$ cat config.mk
export PLATFORM = sky130hd
export DESIGN_NAME = cpp_port_ctrl
export DESIGN_NICKNAME = d
export VERILOG_FILES = /design/src/rtl/cpp_sync2.v /design/src/rtl/cpp_port_ctrl.v
export VERILOG_INCLUDE_DIRS = /design/src /design/src/pkg
export SDC_FILE = /design/constraint.sdc
export NUM_CORES = 2
export LEC_CHECK = 0
export BUFFER_PORTS_ARGS = -buffer_cell sky130_fd_sc_hd__buf_4
export CAP_MARGIN = 40
export CORE_ASPECT_RATIO = 0.8
export CORE_MARGIN = 10
export CORE_UTILIZATION = 58
export CTS_BUF_LIST = sky130_fd_sc_hd__clkbuf_8
export DETAILED_ROUTE_END_ITERATION = 8
export PLACE_DENSITY = 0.82
export SYNTH_ARGS = -nofsm -noshare
export SYNTH_HDL_FRONTEND = slang
export SYNTH_SLANG_ARGS = --single-unit
$ cat constraint.sdc
create_clock -name clk -period 13.3 [get_ports clk]
set_clock_uncertainty 0.1 [all_clocks]
set_input_delay 0.665 -clock clk [delete_from_list [all_inputs] [get_ports clk]]
set_output_delay 0.665 -clock clk [all_outputs]
set_load 0.02 [all_outputs]
$ cat src/pkg/cpp_defines.vh
// Constants of the CAN pin port control block.
// Included by the port control design file; definitions only.
`ifndef CPP_DEFINES_VH
`define CPP_DEFINES_VH
// Register byte addresses
`define CPP_ADDR_MON 12'h000
`define CPP_ADDR_MSTOP 12'h004
`define CPP_ADDR_MCTL 12'h008
`define CPP_ADDR_GSTAT 12'h00c
`define CPP_ADDR_IREQ 12'h010
`define CPP_ADDR_IMASK 12'h014
`define CPP_ADDR_CTRL 12'h018
`define CPP_ADDR_MBOX_LO 12'h100
`define CPP_ADDR_MBOX_HI 12'h1fc
// Monitor register fields
`define CPP_MON_FORCE_BIT 6
`define CPP_MON_PINEN_BIT 5
`define CPP_MON_TXLVL_BIT 1
`define CPP_MON_RXLVL_BIT 0
`define CPP_MON_WMASK 8'h60
// Master control register
`define CPP_MCTL_SRST_BIT 0
`define CPP_MCTL_SLEEP_BIT 5
`define CPP_MCTL_HALT_BIT 1
// Interrupt bits
`define CPP_IRQ_RESET_BIT 0
`define CPP_IRQ_MBOXRX_BIT 1
`define CPP_IRQ_WIDTH 2
// Reset values
`define CPP_MSTOP_RST 1'b1
`define CPP_IREQ_RST 2'h1
`define CPP_IMASK_RST 2'h0
// Mailbox wait window while a frame is stored
`define CPP_MBOX_WAIT_MAX 3'h5
`define CPP_MBOX_WORDS 64
`endif

$ cat src/rtl/cpp_sync2.v
// Two-flop level synchroniser.
// Assumes one clock and an asynchronous active-high reset.
`timescale 1ns/1ps
module cpp_sync2
(
	clk,
	sys_rst,
	din,
	dout
);
input wire clk;
input wire sys_rst;
input wire din;
output reg dout;
reg meta_ff;

// =====================================================
// Synchroniser
always @(posedge clk or posedge sys_rst)
begin
	if (sys_rst)
	begin
		meta_ff <= 1'b1;
		dout <= 1'b1;
	end
	else
	begin
		meta_ff <= din;
		dout <= meta_ff;
	end
end
endmodule // cpp_sync2

$ cat src/rtl/cpp_port_ctrl.v
// CAN pin port control: monitor register, module stop, resets, sleep access, mailbox waits.
// Assumes an APB master on clk and an external transceiver on the CAN pins.
// Operation
// Force bit high drives the transmit pin high regardless of controller data.
// Pins connect to the controller only while the pin-enable bit is one.
// Bit 1 reads the transmit pin level; writes ignored.
// Bit 0 reads the receive pin level; writes ignored.
// Monitor register survives module stop, sleep and soft reset.
// Software writes zero to reserved bits 7 and 4..2; they reset zero.
// Controller clock gated after reset; release module stop before other registers.
// Controller reinitialised by power-on reset and module stop.
// Soft reset bit reinitialises all registers but the master control one; code also keeps the monitor and module stop registers.
// Any reset sets the reset-transition flag; software clears it.
// Mailbox RAM not cleared by reset; software initialises it.
// In sleep only master control, status, request and mask are accessible; code also admits the monitor and module stop registers.
// Mailbox access during frame storage stretched by zero to five waits.
// DMA reads mailbox 0 through its first control field in block mode.
// Interrupt service reads the flag back after clearing it.
// Reset, halt or sleep entry raises the reset flag; maskable.
// Pin levels synchronised to the clock before being read.
`timescale 1ns/1ps
`include "cpp_defines.vh"
module cpp_port_ctrl
(
	clk,
	sys_rst,
	psel,
	penable,
	pwrite,
	paddr,
	pwdata,
	prdata,
	pready,
	pslverr,
	ctl_tx_data,
	ctl_rx_data,
	ctl_frame_store,
	ctl_clk_en,
	ctl_soft_rst,
	can_transmit_pin,
	can_receive_pin,
	irq
);
input wire clk;
input wire sys_rst;
input wire psel;
input wire penable;
input wire pwrite;
input wire [11:0] paddr;
input wire [31:0] pwdata;
output reg [31:0] prdata;
output reg pready;
output reg pslverr;
input wire ctl_tx_data;
output reg ctl_rx_data;
input wire ctl_frame_store;
output reg ctl_clk_en;
output reg ctl_soft_rst;
output reg can_transmit_pin;
input wire can_receive_pin;
output reg irq;

localparam ST_IDLE = 3'b001;
localparam ST_WAIT = 3'b010;
localparam ST_DONE = 3'b100;

reg transmit_force_high_ff;
reg can_pin_enable_ff;
reg mstop_ff;
reg halt_ff;
reg sleep_ff;
reg srst_ff;
reg [`CPP_IRQ_WIDTH-1:0] ireq_ff;
reg [`CPP_IRQ_WIDTH-1:0] imask_ff;
reg [2:0] state_ff;
reg [2:0] wait_ff;
reg store_d_ff;
reg [31:0] mbox_mem [0:`CPP_MBOX_WORDS-1];
wire transmit_pin_level;
wire receive_pin_level;
wire is_mon;
wire is_mbox;
wire sleep_ok;
wire ctl_off;
wire allowed;
wire mapped;
wire setup;
wire wr_go;
wire rd_go;
wire [5:0] mbox_idx;
wire enter_state;
reg [31:0] nxt_rdata;
reg [`CPP_IRQ_WIDTH-1:0] nxt_ireq;

// =====================================================
// Pin level synchronisers
cpp_sync2 u_sync_tx
(
	.clk(clk),
	.sys_rst(sys_rst),
	.din(can_transmit_pin),
	.dout(transmit_pin_level)
);
cpp_sync2 u_sync_rx
(
	.clk(clk),
	.sys_rst(sys_rst),
	.din(can_receive_pin),
	.dout(receive_pin_level)
);

// =====================================================
// Address decode
assign is_mon = (paddr == `CPP_ADDR_MON) || (paddr == `CPP_ADDR_MSTOP);
assign is_mbox = (paddr >= `CPP_ADDR_MBOX_LO) && (paddr <= `CPP_ADDR_MBOX_HI);
assign sleep_ok = (paddr == `CPP_ADDR_MCTL) || (paddr == `CPP_ADDR_GSTAT) ||
	(paddr == `CPP_ADDR_IREQ) || (paddr == `CPP_ADDR_IMASK);
assign ctl_off = mstop_ff || srst_ff;
assign mapped = is_mon || is_mbox || sleep_ok || (paddr == `CPP_ADDR_CTRL);
assign allowed = is_mon || (!mstop_ff && (!sleep_ff || sleep_ok));
assign mbox_idx = paddr[7:2];
assign setup = psel && !penable && (state_ff == ST_IDLE);
assign wr_go = (state_ff == ST_DONE) && pwrite && allowed && mapped;
assign rd_go = (state_ff == ST_DONE) && !pwrite;
assign enter_state = (pwdata[`CPP_MCTL_HALT_BIT] && !halt_ff) ||
	(pwdata[`CPP_MCTL_SLEEP_BIT] && !sleep_ff);

// =====================================================
// Access sequencer with mailbox wait
always @(posedge clk or posedge sys_rst)
begin
	if (sys_rst)
	begin
		state_ff <= ST_IDLE;
		wait_ff <= 3'h0;
		pready <= 1'b0;
		pslverr <= 1'b0;
	end
	else
	begin
		pready <= 1'b0;
		pslverr <= 1'b0;
		case (state_ff)
			ST_IDLE:
			begin
				if (setup)
				begin
					wait_ff <= (is_mbox && ctl_frame_store) ? `CPP_MBOX_WAIT_MAX : 3'h0;
					state_ff <= ST_WAIT;
				end
			end
			ST_WAIT:
			begin
				if (wait_ff != 3'h0 && (store_d_ff || ctl_frame_store))
					wait_ff <= wait_ff - 3'h1;
				else
				begin
					state_ff <= ST_DONE;
					pready <= 1'b1;
					pslverr <= !(mapped && allowed);
				end
			end
			ST_DONE:
			begin
				state_ff <= ST_IDLE;
			end
			default:
			begin
				state_ff <= ST_IDLE;
			end
		endcase
	end
end

// =====================================================
// Monitor register, kept over module stop, sleep and soft reset
always @(posedge clk or posedge sys_rst)
begin
	if (sys_rst)
	begin
		transmit_force_high_ff <= 1'b0;
		can_pin_enable_ff <= 1'b0;
	end
	else if (wr_go && paddr == `CPP_ADDR_MON)
	begin
		transmit_force_high_ff <= pwdata[`CPP_MON_FORCE_BIT];
		can_pin_enable_ff <= pwdata[`CPP_MON_PINEN_BIT];
	end
end

// =====================================================
// Module stop and controller registers
always @(posedge clk or posedge sys_rst)
begin
	if (sys_rst)
	begin
		mstop_ff <= `CPP_MSTOP_RST;
		halt_ff <= 1'b0;
		sleep_ff <= 1'b0;
		srst_ff <= 1'b0;
		imask_ff <= `CPP_IMASK_RST;
		ireq_ff <= `CPP_IREQ_RST;
		store_d_ff <= 1'b0;
	end
	else
	begin
		store_d_ff <= ctl_frame_store;
		ireq_ff <= nxt_ireq;
		if (wr_go && paddr == `CPP_ADDR_MSTOP)
			mstop_ff <= pwdata[0];
		if (mstop_ff || (wr_go && paddr == `CPP_ADDR_MSTOP && pwdata[0]))
		begin
			halt_ff <= 1'b0;
			sleep_ff <= 1'b0;
			srst_ff <= 1'b0;
			imask_ff <= `CPP_IMASK_RST;
		end
		else if (wr_go && paddr == `CPP_ADDR_MCTL)
		begin
			halt_ff <= pwdata[`CPP_MCTL_HALT_BIT];
			sleep_ff <= pwdata[`CPP_MCTL_SLEEP_BIT];
			srst_ff <= pwdata[`CPP_MCTL_SRST_BIT];
		end
		else if (srst_ff)
			imask_ff <= `CPP_IMASK_RST;
		else if (wr_go && paddr == `CPP_ADDR_IMASK)
			imask_ff <= pwdata[`CPP_IRQ_WIDTH-1:0];
	end
end

// =====================================================
// Interrupt flags: set wins over read clear, reset over all
always @*
begin
	nxt_ireq = ireq_ff;
	if (rd_go && allowed && paddr == `CPP_ADDR_IREQ)
		nxt_ireq = {`CPP_IRQ_WIDTH{1'b0}};
	if (wr_go && paddr == `CPP_ADDR_MCTL && enter_state)
		nxt_ireq[`CPP_IRQ_RESET_BIT] = 1'b1;
	if (store_d_ff && !ctl_frame_store)
		nxt_ireq[`CPP_IRQ_MBOXRX_BIT] = 1'b1;
	if (ctl_off)
		nxt_ireq = `CPP_IREQ_RST;
end

// =====================================================
// Mailbox RAM, never cleared by reset
always @(posedge clk)
begin
	if (wr_go && is_mbox)
		mbox_mem[mbox_idx] <= pwdata;
end

// =====================================================
// Read data
always @*
begin
	nxt_rdata = 32'h0000_0000;
	if (allowed)
	begin
		if (paddr == `CPP_ADDR_MON)
			nxt_rdata = {24'h000000, 1'b0, transmit_force_high_ff, can_pin_enable_ff, 3'h0,
				transmit_pin_level, receive_pin_level};
		else if (paddr == `CPP_ADDR_MSTOP)
			nxt_rdata = {31'h0000_0000, mstop_ff};
		else if (paddr == `CPP_ADDR_MCTL)
			nxt_rdata = {26'h000_0000, sleep_ff, 3'h0, halt_ff, srst_ff};
		else if (paddr == `CPP_ADDR_GSTAT)
			nxt_rdata = {29'h0000_0000, sleep_ff, halt_ff, mstop_ff};
		else if (paddr == `CPP_ADDR_IREQ)
			nxt_rdata = {30'h0000_0000, ireq_ff};
		else if (paddr == `CPP_ADDR_IMASK)
			nxt_rdata = {30'h0000_0000, imask_ff};
		else if (is_mbox)
			nxt_rdata = mbox_mem[mbox_idx];
	end
end

// =====================================================
// Outputs and pin mux
always @(posedge clk or posedge sys_rst)
begin
	if (sys_rst)
	begin
		prdata <= 32'h0000_0000;
		can_transmit_pin <= 1'b1;
		ctl_rx_data <= 1'b1;
		ctl_clk_en <= 1'b0;
		ctl_soft_rst <= 1'b1;
		irq <= 1'b0;
	end
	else
	begin
		if (state_ff == ST_WAIT)
			prdata <= nxt_rdata;
		can_transmit_pin <= transmit_force_high_ff || !can_pin_enable_ff || ctl_tx_data;
		ctl_rx_data <= can_pin_enable_ff ? receive_pin_level : 1'b1;
		ctl_clk_en <= !mstop_ff && !sleep_ff;
		ctl_soft_rst <= ctl_off;
		irq <= |(ireq_ff & ~imask_ff);
	end
end
endmodule // cpp_port_ctrl

==> results.cfg <==
[outcome]
status = complete, no violations

[cts]
post_cts_resized = 0
h-tree-depth = 5
clock_path_buffers = 4
cts_sinks = 2108
cts_tree = done
insertion_delay_ps = 1020
cts_buffers = 315
cts_root_buf = clkbuf_8
clkTransAtPathRegs_ps = 70
cts_setup_buffers = 0

[placement]
place_congestion = 0.9083
io_buffers = 90
hpwl_mm = 136.1
placedCellCount = 5620
placed_cell_area_um2 = 84590

[timing]
maxSlewViolCount = 0
fmax_mhz = 215.8
rsz0062_at_grt = false
fin_crit_sh = 0.3484
hold_viol = 0
finalSetupViolCount = 0
worst_pin_slew_ps = 1026
tns_ps = 0
slew_headroom = 0.3151
min_period_ps = 4633

[global_route]
overflow = 0
antenna_found_initial = 12
grt.total_usage = 0.3091
grt_pass1_wl_mm = 336.6
grt_pass1_vias = 43790
grt_max_degree = 131

[logic_synthesis]
synth_edf_count = 2048
ys_ff_latch = 2108
syn_nets = 3779
ys_warn_count = 0
yosys-top-cells-count = 2,048 x edfxtp_1, 452 x mux4_2, 154 x mux2i_1
synthArstFlopShare = 0.02846
synthSimpleGateAreaFrac = 0.02233
synthAdderAreaFrac = 0.0004346
ys.flop_type = edfxtp_1
synth_top_family_by_area = multiplexers
yosys-mux-area-fraction = 0.1465
synth-xor-area-share = 0
synth.top_cell.area_share = 0.7629
synth_top_cell_by_area = edfxtp_1
synth-compound-area-share = 0.03548
netlist_instances = 3725
synth_most_common_cell = edfxtp_1
synthesis.area_um2 = 80620
ys_top_cells_by_area = edfxtp_1 76%, mux4_2 13%, mux2i_1 1.9%
seq_area_frac_synth = 0.7816
synth_cell_types = 71
syn_area_per_cell_um2 = 21.64

[final_layout]
area_growth_syn_to_layout_pct = 11.99
layout.nets = 4140
drive_gt1_frac = 0.2727
stdcell_count = 6173
utilization = 0.6535
design_area_um2 = 90280

[setup_path]
cp_max_fo = 35
worstPathRequired_ps = 13810
path_class = primary input to register
worstSetupStartpointType = primary input
cp-end-kind = register
cp_data_arrival_time_ps = 5150

[route]
via_per_inst = 7.223
drc_errors = 0
ant_nets = 0
wl_per_cell_um = 38.98
drtIter0Drc = 8211
wirelength_mm = 240.6
drt_pass1_iterations = 8
dr_total_vias = 44590

[floorplan]
start_util = 0.5836
io_pins = 91
fp.dieW_um = 436.8
dieArea_um2 = 154400
die_y_um = 353.5
core_um2 = 138100
rows = 122

[job]
cap_violations = 0

[hold_path]
hold_path_class = primary input to async pin

[pwr]
peakVddDrop_uv = 120.7
power.density_nw_per_um2 = 142.8
p_total_uw = 12890
p_leak_uw = 0.02896
## cell families after synthesis
family,count (synthesis)
flops,2108
mux,614
compound gates,402
simple gates,380
buf+inv,218
fa+ha+maj,3
## final cells by class
type                       instances  area (um2)
tap                             1860        2327
timing repair buffer             248        2262
clock buffer                     332        4569
sequential                      2108       63010
fill                            8211       47860
antenna                           11       27.53
inverter                          14       53.80
multi-input combinational       1399       17060
clock inverter                   201       973.4
## critical path, cell delays in order
cell and delay [ps]:
buf_4 150, buf_4 310, or3_1 440, buf_4 210, o41ai_4 510, nand2_1 310, nor2_4 340, nand2_1 600
nor2_4 880, buf_4 610
## layout by cell type, fill, tap and decap left out, types with 8 or more instances in the layout
| master | count |
|---|---|
| a32o_1 | 14 |
| nand3_1 | 48 |
| mux4_2 | 452 |
| edfxtp_1 | 2048 |
| buf_8 | 10 |
| o22ai_1 | 45 |
| a221oi_1 | 13 |
| dfrtp_1 | 50 |
| nand2b_1 | 17 |
| a31oi_1 | 15 |
| nand2_1 | 111 |
| a21oi_1 | 66 |
| nor2b_1 | 16 |
| clkinv_2 | 28 |
| o221ai_1 | 28 |
| buf_16 | 14 |
| clkinv_1 | 59 |
| and2_1 | 9 |
| mux2i_1 | 154 |
| buf_4 | 210 |
| a22oi_1 | 99 |
| a22o_1 | 11 |
| a211oi_1 | 19 |
| nand4_1 | 11 |
| or3_1 | 8 |
| diode_2 | 11 |
| nor2_4 | 65 |
| dfstp_2 | 10 |
| nor3_1 | 18 |
| clkbuf_8 | 332 |
| mux2_2 | 8 |
| o21ai_0 | 38 |
| inv_1 | 116 |
| nor2_1 | 35 |
## registers in the layout, indices dropped and copies added (netlist names), 2 cells and up
register,cells
prdata,32
ireq_ff,2
mbox_mem,2048
state_ff,3
wait_ff,3
imask_ff,2
## report_power, final
| part | switching, uW | total [uW] | internal, uW |
|---|---|---|---|
| logic | 473 | 717 | 243 |
| clock network | 2420 | 4840 | 2410 |
| registers | 33.2 | 7340 | 7310 |
| total | 2930 | 12900 | 9960 |
## worst paths after layout
path                                              from                    endpoint  cells after the start  slack (ps)
max                                           paddr[7]  mbox_mem[33][10]$_DFFE_PP_                     10        8670
min                                            sys_rst      prdata[25]$_DFFE_PP0P_                      3         110
max reg2reg                       mstop_ff$_DFFE_PP1N_  mbox_mem[33][10]$_DFFE_PP_                      7        8820
min reg2reg                u_sync_tx.meta_ff$_DFF_PP1_    u_sync_tx.dout$_DFF_PP1_                      0         240
max in group asynchronous                      sys_rst     state_ff[0]$_DFFE_PP1P_                      5       12040
min in group clk                            pwdata[14]  mbox_mem[61][14]$_DFFE_PP_                      1         110
## stage by stage
| stage | hold WS, ps | worst slack (ps) |
|---|---|---|
| final | 106.6 | 8667 |
| after global routing | 109.6 | 8538 |
| after CTS | 49.36 | 8854 |
| after detailed placement | 248.1 | 7827 |
| after global placement | 246.3 | 7878 |
| after floorplan | 245.2 | 7743 |
## routing by layer
metal	vias up	GRT usage	routed length, um	part of all wire
met5	-	0	131	0.00054
met4	8	0.1631	15570	0.065
met3	919	0.1279	43110	0.18
met2	4698	0.4397	104700	0.43
met1	22460	0.4098	77170	0.32
li1	16500	-	-	-
## repair_timing
action / 4_1_cts / 5_1_grt
hold buffers: 7 / 0
endpoints found under the setup margin: 0 / 0
endpoints found under the hold margin: 22 / 0
No activity file was read; power rests on OpenSTA's default activity.
